$ cat src/core/twl_pkg.sv
package twl_pkg;

    // Timing base for the configurable delays
    localparam int CLK_PERIOD_NS = 40;
    localparam int TICK_NS       = 1000000;
    localparam int TICK_CYC      = (TICK_NS + CLK_PERIOD_NS - 1) / CLK_PERIOD_NS;

    // Register map
    localparam int          ADDR_W      = 8;
    localparam logic [7:0]  ADDR_CTRL   = 8'h00;
    localparam logic [7:0]  ADDR_LVLCFG = 8'h04;
    localparam logic [7:0]  ADDR_TIMING = 8'h08;
    localparam logic [7:0]  ADDR_STATUS = 8'h0c;
    localparam logic [7:0]  ADDR_EFFBRT = 8'h10;

    // Control register fields
    localparam int CTRL_SRC_LSB   = 0;
    localparam int CTRL_APP_LSB   = 2;
    localparam int CTRL_DEP_BIT   = 4;
    localparam int CTRL_FIRST_BIT = 5;
    localparam int CTRL_EXTG_BIT  = 6;
    localparam int CTRL_ACT_BIT   = 7;
    localparam int CTRL_TEACH_BIT = 8;
    localparam int CTRL_POL_LSB   = 9;
    localparam int CTRL_PRE_BIT   = 11;
    localparam int CTRL_OVW_BIT   = 12;
    localparam int CTRL_MEAS_BIT  = 13;
    localparam int CTRL_WGT_LSB   = 16;

    // Timing register fields
    localparam int TIM_SOPCT_LSB = 0;
    localparam int TIM_SODLY_LSB = 8;
    localparam int TIM_TXDLY_LSB = 16;

    // Status register fields
    localparam int ST_CUSTOM_BIT = 16;
    localparam int ST_INTV_BIT   = 17;
    localparam int ST_EXTV_BIT   = 18;
    localparam int ST_DEP_BIT    = 19;
    localparam int ST_DEACT_BIT  = 20;
    localparam int ST_SOFF_BIT   = 21;

    // Reset values
    localparam logic [31:0] CTRL_RST   = 32'h0032_0000;
    localparam logic [31:0] LVLCFG_RST = 32'h0000_24e2;
    localparam logic [31:0] TIMING_RST = 32'h0000_0a14;

    // Encodings
    localparam logic [1:0] SRC_INT     = 2'h0;
    localparam logic [1:0] SRC_EXT     = 2'h1;
    localparam logic [1:0] SRC_BOTH    = 2'h2;
    localparam logic [1:0] APP_DET     = 2'h0;
    localparam logic [1:0] APP_CEIL    = 2'h1;
    localparam logic [1:0] APP_PRES    = 2'h2;
    localparam logic [1:0] APP_PRES_LC = 2'h3;
    localparam logic [1:0] POL_ONE     = 2'h0;
    localparam logic [1:0] POL_ZERO    = 2'h1;
    localparam logic [1:0] POL_BOTH    = 2'h2;
    localparam logic [1:0] RESP_OKAY   = 2'h0;
    localparam logic [1:0] RESP_SLVERR = 2'h2;

    // Arithmetic constants
    localparam logic [26:0] MANT_MAX = 27'h00007ff;
    localparam logic [6:0]  PCT_FULL = 7'h64;

    typedef enum logic [1:0] {
        SO_IDLE = 2'b00,
        SO_WAIT = 2'b01,
        SO_DONE = 2'b10
    } twl_so_t;

endpackage

$ cat src/core/twl_eval.sv
// Decided for this implementation: the register offsets and register access over AXI4-Lite.
`timescale 1ns/1ps

module twl_eval
    import twl_pkg::*;
#(
    parameter int TICK_CYCLES = TICK_CYC
) (
    // Clock and reset
    input  wire logic              CLK,
    input  wire logic              RST_N,
    // AXI4-Lite register slave
    input  wire logic [ADDR_W-1:0] S_AXI_AWADDR,
    input  wire logic              S_AXI_AWVALID,
    output logic                   S_AXI_AWREADY,
    input  wire logic [31:0]       S_AXI_WDATA,
    input  wire logic [3:0]        S_AXI_WSTRB,
    input  wire logic              S_AXI_WVALID,
    output logic                   S_AXI_WREADY,
    output logic [1:0]             S_AXI_BRESP,
    output logic                   S_AXI_BVALID,
    input  wire logic              S_AXI_BREADY,
    input  wire logic [ADDR_W-1:0] S_AXI_ARADDR,
    input  wire logic              S_AXI_ARVALID,
    output logic                   S_AXI_ARREADY,
    output logic [31:0]            S_AXI_RDATA,
    output logic [1:0]             S_AXI_RRESP,
    output logic                   S_AXI_RVALID,
    input  wire logic              S_AXI_RREADY,
    // Received telegrams and device events
    input  wire logic              INT_BRT_VALID,
    input  wire logic [15:0]       INT_BRT_DATA,
    input  wire logic              EXT_BRT_VALID,
    input  wire logic [15:0]       EXT_BRT_DATA,
    input  wire logic              PRESET_VALID,
    input  wire logic [15:0]       PRESET_DATA,
    input  wire logic              TEACH_VALID,
    input  wire logic              TEACH_VALUE,
    input  wire logic              IR_LVL_VALID,
    input  wire logic [15:0]       IR_LVL_DATA,
    input  wire logic              DEACT_VALID,
    input  wire logic              DEACT_VALUE,
    input  wire logic              CFG_DOWNLOAD,
    input  wire logic              BUS_RETURN,
    // Motion path of the function block
    input  wire logic              PIR_MOTION,
    input  wire logic              EXT_MOTION,
    input  wire logic              FB_IDLE,
    output logic                   MOTION_OK,
    output logic                   DET_START,
    output logic                   SWITCH_OFF,
    // Transmitted telegrams
    output logic                   LVL_TX_VALID,
    output logic [15:0]            LVL_TX_DATA,
    output logic                   MEAS_TX_VALID,
    output logic [15:0]            MEAS_TX_DATA
);

    initial begin
        if (TICK_CYCLES < 1 || TICK_CYCLES > 32768) begin
            $error("TICK_CYCLES out of range");
        end
    end

    localparam logic [14:0] TICK_LAST = 15'(TICK_CYCLES - 1);

    typedef struct packed {
        logic        awready;
        logic        wready;
        logic        bvalid;
        logic [1:0]  bresp;
        logic        arready;
        logic        rvalid;
        logic [1:0]  rresp;
        logic [31:0] rdata;
        logic [31:0] ctrl;
        logic [31:0] lvlcfg;
        logic [31:0] timing;
        logic [14:0] tick_cnt;
        logic [15:0] int_val;
        logic        int_vld;
        logic [15:0] ext_val;
        logic        ext_vld;
        logic        custom;
        logic [15:0] held;
        logic        deact;
        logic [15:0] last_lvl;
        logic        tx_pend;
        logic [7:0]  tx_cnt;
        twl_so_t     so_st;
        logic [7:0]  so_cnt;
        logic        motion_ok;
        logic        det_start;
        logic        switch_off;
        logic        lvl_tx_vld;
        logic [15:0] lvl_tx_data;
        logic        meas_vld;
        logic [15:0] meas_data;
    } twl_state_t;

    twl_state_t q;
    twl_state_t d;

    // 2-byte float: sign, 4-bit exponent, 11-bit mantissa, unit 0.01 lux
    function automatic logic [26:0] dpt_to_cl(input logic [15:0] v);
        logic [26:0] r;
        r = 27'(v[10:0]) << v[14:11];
        if (v[15]) begin
            r = '0;
        end
        return r;
    endfunction

    // Truncating encode; loses at most the shifted-out low bits
    function automatic logic [15:0] cl_to_dpt(input logic [26:0] c);
        logic [26:0] m;
        logic [3:0]  e;
        m = c;
        e = '0;
        for (int i = 0; i < 15; i++) begin
            if (m > MANT_MAX) begin
                m = m >> 1;
                e = e + 4'h1;
            end
        end
        return {1'b0, e, m[10:0]};
    endfunction

    function automatic logic [31:0] strb_merge(input logic [31:0] old,
                                               input logic [31:0] nw,
                                               input logic [3:0]  strb);
        logic [31:0] r;
        r = old;
        for (int b = 0; b < 4; b++) begin
            if (strb[b]) begin
                r[b*8 +: 8] = nw[b*8 +: 8];
            end
        end
        return r;
    endfunction

    logic [1:0]  src_sel;
    logic [1:0]  app;
    logic [1:0]  pol;
    logic [6:0]  wgt;
    logic [7:0]  so_pct;
    logic [7:0]  so_dly;
    logic [7:0]  tx_dly;
    logic        tick;
    logic [26:0] int_cl;
    logic [26:0] ext_cl;
    logic [26:0] eff_cl;
    logic        brt_vld;
    logic [33:0] wsum;
    logic [15:0] act_lvl;
    logic [26:0] lvl_cl;
    logic [26:0] thr_cl;
    logic        dep;
    logic        below;
    logic        blocked;
    logic        teach_act;

    always_comb begin
        d = q;
        d.awready    = 1'b0;
        d.wready     = 1'b0;
        d.arready    = 1'b0;
        d.motion_ok  = 1'b0;
        d.det_start  = 1'b0;
        d.switch_off = 1'b0;
        d.lvl_tx_vld = 1'b0;
        d.meas_vld   = 1'b0;

        src_sel = q.ctrl[CTRL_SRC_LSB +: 2];
        app     = q.ctrl[CTRL_APP_LSB +: 2];
        pol     = q.ctrl[CTRL_POL_LSB +: 2];
        wgt     = q.ctrl[CTRL_WGT_LSB +: 7];
        if (wgt > PCT_FULL) begin
            wgt = PCT_FULL;
        end
        so_pct  = q.timing[TIM_SOPCT_LSB +: 8];
        so_dly  = q.timing[TIM_SODLY_LSB +: 8];
        tx_dly  = q.timing[TIM_TXDLY_LSB +: 8];

        tick       = (q.tick_cnt == TICK_LAST);
        d.tick_cnt = tick ? '0 : q.tick_cnt + 15'h1;

        // Effective brightness
        int_cl = dpt_to_cl(q.int_val);
        ext_cl = dpt_to_cl(q.ext_val);
        wsum   = 34'(int_cl) * 34'(wgt) + 34'(ext_cl) * 34'(PCT_FULL - wgt);
        eff_cl  = int_cl;
        brt_vld = q.int_vld;
        case (src_sel)
            SRC_EXT: begin
                eff_cl  = ext_cl;
                brt_vld = q.ext_vld;
            end
            SRC_BOTH: begin
                brt_vld = q.int_vld | q.ext_vld;
                if (q.int_vld && q.ext_vld) begin
                    eff_cl = 27'(wsum / 34'(PCT_FULL));
                end else if (q.ext_vld) begin
                    eff_cl = ext_cl;
                end
            end
            default: begin
                eff_cl  = int_cl;
                brt_vld = q.int_vld;
            end
        endcase

        act_lvl = q.custom ? q.held : q.lvlcfg[15:0];
        lvl_cl  = dpt_to_cl(act_lvl);
        thr_cl  = 27'((34'(lvl_cl) * (34'(PCT_FULL) + 34'(so_pct))) / 34'(PCT_FULL));

        // Detector and light-control presence never evaluate brightness
        dep = q.ctrl[CTRL_DEP_BIT] && (app == APP_CEIL || app == APP_PRES)
              && !q.deact && brt_vld;
        below   = eff_cl < lvl_cl;
        blocked = (q.so_st != SO_IDLE);

        // Internal sensor sample and optional publication
        if (INT_BRT_VALID) begin
            d.int_val = INT_BRT_DATA;
            d.int_vld = 1'b1;
            if (q.ctrl[CTRL_MEAS_BIT]) begin
                d.meas_vld  = 1'b1;
                d.meas_data = INT_BRT_DATA;
            end
        end
        if (EXT_BRT_VALID) begin
            d.ext_val = EXT_BRT_DATA;
            d.ext_vld = 1'b1;
        end

        // Motion gating
        if (PIR_MOTION && !blocked && (!dep || below)) begin
            d.motion_ok = 1'b1;
        end
        if (EXT_MOTION && !blocked
            && (!dep || !q.ctrl[CTRL_EXTG_BIT] || below)) begin
            d.motion_ok = 1'b1;
        end
        d.det_start = d.motion_ok && FB_IDLE;

        if (DEACT_VALID) begin
            d.deact = DEACT_VALUE;
        end

        // Level sources; later ones win when they coincide.
        // No disable input exists here, so disabling cannot interfere.
        if (CFG_DOWNLOAD && q.ctrl[CTRL_OVW_BIT]) begin
            d.custom = 1'b0;
        end
        if (PRESET_VALID && q.ctrl[CTRL_PRE_BIT]) begin
            d.held   = PRESET_DATA;
            d.custom = 1'b1;
        end
        if (IR_LVL_VALID && q.ctrl[CTRL_FIRST_BIT]) begin
            d.held   = IR_LVL_DATA;
            d.custom = 1'b1;
        end
        teach_act = (pol == POL_BOTH) || (TEACH_VALUE == (pol == POL_ONE));
        if (TEACH_VALID && q.ctrl[CTRL_TEACH_BIT]) begin
            if (teach_act) begin
                if (brt_vld) begin
                    d.held   = cl_to_dpt(eff_cl);
                    d.custom = 1'b1;
                end
            end else begin
                d.custom = 1'b0;
            end
        end

        // Level reporting
        d.last_lvl = act_lvl;
        if (CFG_DOWNLOAD || BUS_RETURN) begin
            d.tx_pend = 1'b1;
            d.tx_cnt  = '0;
        end else if (q.tx_pend) begin
            if (q.tx_cnt >= tx_dly) begin
                d.tx_pend = 1'b0;
            end else if (tick) begin
                d.tx_cnt = q.tx_cnt + 8'h1;
            end
        end
        if (q.ctrl[CTRL_ACT_BIT]) begin
            if ((act_lvl != q.last_lvl)
                || (q.tx_pend && q.tx_cnt >= tx_dly && !CFG_DOWNLOAD && !BUS_RETURN)) begin
                d.lvl_tx_vld  = 1'b1;
                d.lvl_tx_data = act_lvl;
            end
        end

        // Presence switch-off on excess brightness
        case (q.so_st)
            SO_IDLE: begin
                if (app == APP_PRES && dep && !FB_IDLE && eff_cl > thr_cl) begin
                    d.so_st  = SO_WAIT;
                    d.so_cnt = '0;
                end
            end
            SO_WAIT: begin
                if (FB_IDLE || !dep) begin
                    d.so_st = SO_IDLE;
                end else if (q.so_cnt >= so_dly) begin
                    d.switch_off = 1'b1;
                    d.so_st      = SO_DONE;
                end else if (tick) begin
                    d.so_cnt = q.so_cnt + 8'h1;
                end
            end
            SO_DONE: begin
                if (FB_IDLE) begin
                    d.so_st = SO_IDLE;
                end
            end
            default: begin
                d.so_st = SO_IDLE;
            end
        endcase

        // AXI4-Lite write: address and data taken together
        if (q.bvalid && S_AXI_BREADY) begin
            d.bvalid = 1'b0;
        end
        if (S_AXI_AWVALID && S_AXI_WVALID && !q.bvalid && !q.awready) begin
            d.awready = 1'b1;
            d.wready  = 1'b1;
            d.bvalid  = 1'b1;
            d.bresp   = RESP_OKAY;
            case (S_AXI_AWADDR)
                ADDR_CTRL:   d.ctrl   = strb_merge(q.ctrl, S_AXI_WDATA, S_AXI_WSTRB);
                ADDR_LVLCFG: d.lvlcfg = {16'h0000,
                                         strb_merge(q.lvlcfg, S_AXI_WDATA, S_AXI_WSTRB)
                                         [15:0]};
                ADDR_TIMING: d.timing = {8'h00,
                                         strb_merge(q.timing, S_AXI_WDATA, S_AXI_WSTRB)
                                         [23:0]};
                ADDR_STATUS, ADDR_EFFBRT: d.bresp = RESP_OKAY;
                default:     d.bresp  = RESP_SLVERR;
            endcase
        end

        // AXI4-Lite read
        if (q.rvalid && S_AXI_RREADY) begin
            d.rvalid = 1'b0;
        end
        if (S_AXI_ARVALID && !q.rvalid && !q.arready) begin
            d.arready = 1'b1;
            d.rvalid  = 1'b1;
            d.rresp   = RESP_OKAY;
            d.rdata   = '0;
            case (S_AXI_ARADDR)
                ADDR_CTRL:   d.rdata = q.ctrl;
                ADDR_LVLCFG: d.rdata = q.lvlcfg;
                ADDR_TIMING: d.rdata = q.timing;
                ADDR_STATUS: begin
                    d.rdata[15:0]          = act_lvl;
                    d.rdata[ST_CUSTOM_BIT] = q.custom;
                    d.rdata[ST_INTV_BIT]   = q.int_vld;
                    d.rdata[ST_EXTV_BIT]   = q.ext_vld;
                    d.rdata[ST_DEP_BIT]    = dep;
                    d.rdata[ST_DEACT_BIT]  = q.deact;
                    d.rdata[ST_SOFF_BIT]   = blocked;
                end
                ADDR_EFFBRT: d.rdata[15:0] = cl_to_dpt(eff_cl);
                default:     d.rresp = RESP_SLVERR;
            endcase
        end
    end

    // Held level, custom flag and deactivation survive only a warm reset if
    // kept elsewhere; here reset clears them to the configured defaults.
    always_ff @(posedge CLK) begin
        if (!RST_N) begin
            q          <= '0;
            q.ctrl     <= CTRL_RST;
            q.lvlcfg   <= LVLCFG_RST;
            q.timing   <= TIMING_RST;
            q.last_lvl <= LVLCFG_RST[15:0];
            q.so_st    <= SO_IDLE;
        end else begin
            q <= d;
        end
    end

    assign S_AXI_AWREADY = q.awready;
    assign S_AXI_WREADY  = q.wready;
    assign S_AXI_BRESP   = q.bresp;
    assign S_AXI_BVALID  = q.bvalid;
    assign S_AXI_ARREADY = q.arready;
    assign S_AXI_RDATA   = q.rdata;
    assign S_AXI_RRESP   = q.rresp;
    assign S_AXI_RVALID  = q.rvalid;
    assign MOTION_OK     = q.motion_ok;
    assign DET_START     = q.det_start;
    assign SWITCH_OFF    = q.switch_off;
    assign LVL_TX_VALID  = q.lvl_tx_vld;
    assign LVL_TX_DATA   = q.lvl_tx_data;
    assign MEAS_TX_VALID = q.meas_vld;
    assign MEAS_TX_DATA  = q.meas_data;

endmodule

$ cat config.mk
export PLATFORM = sky130hd
export DESIGN_NAME = twl_eval
export DESIGN_NICKNAME = d
export VERILOG_FILES = /design/src/core/twl_pkg.sv /design/src/core/twl_eval.sv
export SDC_FILE = /design/constraint.sdc
export NUM_CORES = 2
export LEC_CHECK = 0
export BUFFER_PORTS_ARGS = -buffer_cell sky130_fd_sc_hd__buf_2
export CAP_MARGIN = 5
export CELL_PAD_IN_SITES_DETAIL_PLACEMENT = 0
export CELL_PAD_IN_SITES_GLOBAL_PLACEMENT = 1
export CORE_ASPECT_RATIO = 0.6
export CORE_MARGIN = 2
export CORE_UTILIZATION = 53
export DETAILED_ROUTE_END_ITERATION = 7
export MAX_ROUTING_LAYER = met4
export PLACE_DENSITY = 0.95
export SETUP_SLACK_MARGIN = 0.2
export SKIP_CTS_REPAIR_TIMING = 1
export SLEW_MARGIN = 20
export SYNTH_ARGS = -nofsm -noshare
export SYNTH_HDL_FRONTEND = slang
export SYNTH_SLANG_ARGS = --single-unit
$ cat constraint.sdc
create_clock -name CLK -period 69 [get_ports CLK]
set_input_delay 3.45 -clock CLK [delete_from_list [all_inputs] [get_ports CLK]]
set_output_delay 3.45 -clock CLK [all_outputs]
set_load 0.01 [all_outputs]
Yosys cells after proc, flatten, opt, wreduce, memory -nomap -nowiden:

Cells that the tools add are included.

* flip-flop bits (word level): 252
* logic and storage cells: 457
* bits in writable memories: 0
* input port bits: 136
* memories kept: 0
* bits in read-only memories: 0
* output and inout port bits: 78
* latch bits: 0

* shift operators: 3
* order comparisons: 34
* reductions and logical operators: 74
* divide/modulo/power cells: 2
* bitwise logic cells: 4
* add/subtract/negate cells: 34
* equality and inequality tests: 24
* multiply operators: 3
* multiplexer cells: 242

Operators with widths (count)
* $mux 27: 102
* $gt 27x11->1 const B: 29
* $mux 4: 98
* $add 4x1->4 const B: 28
* $mux 17: 6
* $shl 11x4->27: 3
* $pmux 16 s5: 1
* $div 34x7->34 const B: 2
* $pmux 27 s2: 1
* $mux 8: 5
* $mux 36: 1
* $add 34x34->34: 1
* $mul 27x7->34: 1
* $mul 27x9->34: 1
* $mul 28x8->34: 1
* $reduce_and 3->1: 11
* $eq 8x4->1 const B: 4
* $mux 16: 2
* $gt 27x27->1: 1
* $lt 27x27->1: 1
* $logic_and 1x1->1: 26
* $mux 11: 2
* $pmux 10 s2: 1
* $mux 9: 2
* 36 further kinds: 90

Depth between registers and ports, before layout:

* depth after elaboration: 83
* depth in mapped cells: 130
* depth with buffers taken out: 119

Least setup slack after synthesis:

Ideal clock, no wire load.

* kind: reg-to-reg
* start: register q[222] (netlist bit)
* end: register q[44] (netlist bit)
* path buffers: 10
* clock period less this slack: 25.876 ns
* data arrival time: 25.730 ns
* setup slack: 43.124 ns
* stages on the path, launching flop included: 122
* data required time: 68.855 ns
* setup time: 0.145 ns
* cell sequence: dfxtp_1 -> clkbuf_1 -> nor2_1 -> nand2_1 -> nand3_1 -> and2_1 -> clkbuf_1 -> inv_2 -> ha_1 -> inv_1 -> a21o_1 -> a221oi_1 -> clkbuf_1 -> nand2_1 -> fa_1 -> inv_1 -> fa_1 -> fa_1 -> [... 86 more ...] -> nand2b_1 -> a21oi_1 -> nor2b_1 -> o21ai_0 -> nand2b_1 -> a21oi_1 -> o221ai_1 -> nand2_1 -> o211ai_1 -> nand4_1 -> nor2_1 -> a21oi_1 -> nor2_1 -> nand4_1 -> nor2_1 -> nand3_1 -> xor2_1 -> nor2_1

* longest elaborated chain between the ends: 12
* elaborated cells between the ends (all ways): 13
* those cells by class: add/sub: 2; mul: 2; div: 1; order compare: 2; eq/ne: 1; mux: 3; reduce/logical: 2

RTL lines
* from (decl): RTL line twl_eval.sv:101 `twl_state_t q;`
* $gt 7x7->1: RTL line twl_eval.sv:178 `if (wgt > PCT_FULL) begin`
* $mux 7 (*): RTL line twl_eval.sv:178
* $sub 7x7->8: RTL line twl_eval.sv:191 `wsum = 34'(int_cl) * 34'(wgt) + 34'(ext_cl) * 34'(PCT_FULL - wgt);`
* $mul 28x8->34: RTL line twl_eval.sv:191
* $add 34x34->34 (*): RTL line twl_eval.sv:191
* $div 34x7->34 (*): RTL line twl_eval.sv:202 `eff_cl = 27'(wsum / 34'(PCT_FULL));`
* $mux 27 (*): RTL line twl_eval.sv:201 `if (q.int_vld && q.ext_vld) begin`
* $pmux 27 s2 (*): RTL line twl_eval.sv:194 `case (src_sel)`
* $gt 27x27->1 (*): RTL line twl_eval.sv:299 `if (app == APP_PRES && dep && !FB_IDLE && eff_cl > thr_cl) begin`
* $logic_and 1x1->1 (*): RTL line twl_eval.sv:299
* $ne 2x2->1 (no source line) (*)
* $reduce_and 5->1 (no source line) (*)

Every way passes the cells marked *; elsewhere a longest branch is shown, timed or not.
A chain may end at the register's enable or synchronous reset.

Final worst setup path:

* start: register q[221] (netlist bit)
* end: register q[44] (netlist bit)

Same word-level chain as after synthesis.

==> flow_summary.ini <==
[grt]
met2_usage_pct = 42.7
grt.met1_usage_pct = 57.0
grt_max_degree = 88
grt-busiest-layer = met1
groute.layer.met3.usage_pct = 16.3
grt_pass1_wl_um = 277000
antenna_found_initial = 5
first_global_vias = 46100
grt_usage_pct = 36.9
overflow = 0

[sta]
layout_min_cycle_time_ps = 34420
fin_crit_sh_pct = 49.9
setup_viol = 0
tns_ps = 0
fmax_mhz = 29.1
drv_slew = 0
timing_hold_violations_final = 0
worst_slack_ps = 34580
final.setup_skew_ps = 18.5
rsz0062_at_grt = false
worstMarginPinSlew_ps = 1260
relSlewSlack_pct = 15.2

[cells_and_area]
nFillCells = 8810
multi_input_area_um2 = 41500
regArea_um2 = 4980
syn_to_final_growth_pct = 5.29
final_layout_size_suffix_gt1_share_pct = 9.63
layout.nets = 7414

[run]
maxCapViolations = 0

[worst_setup_path]
worstPathRequired_ps = 69410
critPathMaxFanout = 43
crit_slowest_cell = o2bb2ai_1
rrSetupSlack_ps = 34580
worst-setup-path-type = reg -> reg
cp.arrival_ps = 34830
path_buf_inv = 7
cp_top_family = compound AO/OA/AOI/OAI gates
path_common_cell = a21oi_1
worstSetupEndpointType = flip-flop
critPathMaxStageDelay_ps = 830
start_kind = flip-flop

[yosys]
synth-edff-count = 0
synth.distinct_cells = 152
synth_area_um2 = 50300
synthArstFlopShare_pct = 0
syn_inst = 6568
ys.flop_type = dfxtp_1
yosys_warnings = 0
yosys_register_bits = 249
syn_area_per_cell_um2 = 7.66
ys_seq_area_share_pct = 9.91

[clock_network]
cts.reportedPaths.clkPinSlew_ps = 60
clockBufferDepth = 3
cts_root_buffer = clkbuf_16
cts_tree = done
htree_levels = 1
clk_latency_ps = 560
numCtsBuffers = 26
cts_sinks = 249

[hold_path]
hp-class = reg -> reg

[floorplan]
pin_count = 214
die_w_um = 402
num_rows = 87
dieArea_um2 = 97500
fp.dieH_um = 243
core_um2 = 94100
start_util_pct = 53.5

[detailed_routing]
drt_iter0_markers = 7045
drc = 0
ant_nets = 0
totalWireLength_um = 182000
num_vias = 51000
wl_per_cell_um = 23.3
via_per_inst = 6.53
first_pass_iters = 6

[placed_design]
dp_hpwl_um = 149000
portBuffers = 211
place_ws_ps = 36200
place.gp.congestion = 1.07

[run_status]
status = completed
-- logic make-up (layout without fill, tap and decap cells) --
logic type | count (synthesis) | in the layout | synth area share (%)
adder cells (fa/ha/maj) | 752 | 752 | 26.0
AO/OA/AOI/OAI | 1641 | 1641 | 23.3
flip-flops | 249 | 249 | 9.91
other | 2 | 34 | 0.0149
buffers and inverters | 973 | 943 | 7.99
AND/OR/NAND/NOR | 2403 | 2403 | 21.8
XOR/XNOR | 267 | 267 | 4.83
multiplexers | 281 | 281 | 6.14
-- cell usage in the layout, fill, tap and decap left out, types with 26 or more instances in the layout --
master / instances
mux2i_1: 211
or3_1: 44
and3_1: 57
conb_1: 28
ha_1: 242
xnor2_1: 164
o31ai_1: 38
buf_2: 211
nor3_1: 119
o22ai_1: 47
and2_1: 118
a22oi_1: 47
nand2_1: 908
a211oi_1: 87
o21ai_1: 64
o211ai_1: 59
a31oi_1: 67
nor2b_1: 33
clkbuf_16: 26
a21o_1: 68
buf_4: 77
nand3_1: 179
o21a_1: 53
dfxtp_1: 249
xor2_1: 86
nand2b_1: 67
nor2_1: 660
a211o_1: 30
inv_1: 591
o21ai_0: 259
fa_1: 492
nand4_1: 57
or2_2: 26
nor4_1: 26
mux2_2: 42
a21oi_1: 385
-- cells in the mapped netlist (26+ instances only) --
master | instances | area share, %
fa_1 | 492 | 20
inv_1 | 591 | 4.4
clkbuf_1 | 229 | 1.7
o22ai_1 | 47 | 0.58
o21ai_1 | 64 | 0.64
nor4_1 | 26 | 0.32
mux2i_1 | 212 | 4.2
ha_1 | 242 | 6.0
nand3_1 | 179 | 1.8
and2_1 | 119 | 1.5
nand2b_1 | 67 | 0.83
a22oi_1 | 47 | 0.70
a211oi_1 | 90 | 1.3
xnor2_1 | 170 | 3.0
a21o_1 | 68 | 1.0
o21a_1 | 53 | 0.79
nor2_1 | 661 | 4.9
o211ai_1 | 59 | 0.88
or2_2 | 26 | 0.32
nor3_1 | 120 | 1.2
a21oi_1 | 386 | 3.8
a211o_1 | 30 | 0.52
buf_4 | 76 | 1.1
o31ai_1 | 39 | 0.58
buf_2 | 37 | 0.37
nand2_1 | 908 | 6.8
nand4_1 | 57 | 0.71
or3_1 | 44 | 0.55
and3_1 | 57 | 0.71
o21ai_0 | 259 | 2.6
mux2_2 | 42 | 0.94
a31oi_1 | 67 | 0.83
xor2_1 | 86 | 1.5
dfxtp_1 | 249 | 9.9
nor2b_1 | 33 | 0.41
-- worst register-to-register path: cells and delay by family, from the launching register on --
family / cells / cell delay, ps
muxes: 1 / 290
DFF: 1 / 450
xor gates and xnor gates: 4 / 1500
and+or+nand+nor: 33 / 6880
AOI/OAI and AO/OA: 60 / 19780
adders and majority gates: 10 / 4440
buffers and inverters: 7 / 940
-- final timing paths --
| path | start | end | cells past startpoint |
|---|---|---|---|
| worst min-delay path | S_AXI_RDATA[14]$_SDFFE_PN0P_ | S_AXI_RDATA[14]$_SDFFE_PN0P_ | 2 |
| worst min register to register | S_AXI_RDATA[14]$_SDFFE_PN0P_ | S_AXI_RDATA[14]$_SDFFE_PN0P_ | 2 |
| worst max-delay path | q[221]$_SDFFE_PN0P_ | q[44]$_SDFFE_PN0P_ | 115 |
| worst max register to register | q[221]$_SDFFE_PN0P_ | q[44]$_SDFFE_PN0P_ | 115 |
-- area by class of cell --
cell class	instances	share of cell area, %
Multi-Input combinational cell	5372	78.4
Sequential cell	249	9.41
Inverter	607	4.32
Timing Repair Buffer	288	3.08
Tap cell	1246	2.94
Clock buffer	37	1.40
Clock inverter	11	0.442
Antenna cell	6	0.0283
-- per-layer routing --
metal / part of all wire (%) / up-vias
li1: - / 22800
met1: 46 / 24500
met2: 35 / 3474
met3: 18 / 241
met4: 2.0 / 0
met5: 0 / -
-- registers in the layout, summed over array words and instances (netlist names), 2 cells and up --
name	flops
LVL_TX_DATA	16
q	170
pol	2
S_AXI_RDATA	32
MEAS_TX_DATA	16
app	2
-- per-stage QoR --
| step | area, µm² | hold slack [ps] | util (%) | instances |
|---|---|---|---|---|
| after global routing | 53000 | 460 | 56.3 | 7813 |
| after detailed placement | 52000 | 442 | 55.3 | 7762 |
| final | 53000 | 448 | 56.3 | 7816 |
| after global placement | 52000 | 435 | 55.3 | 7762 |
| after floorplan | 50400 | 418 | - | 6594 |
| after CTS | 52900 | 448 | 56.3 | 7810 |
Power is not shown: default switching activity piles up to over one toggle a cycle in this logic, so the estimate is an artifact.
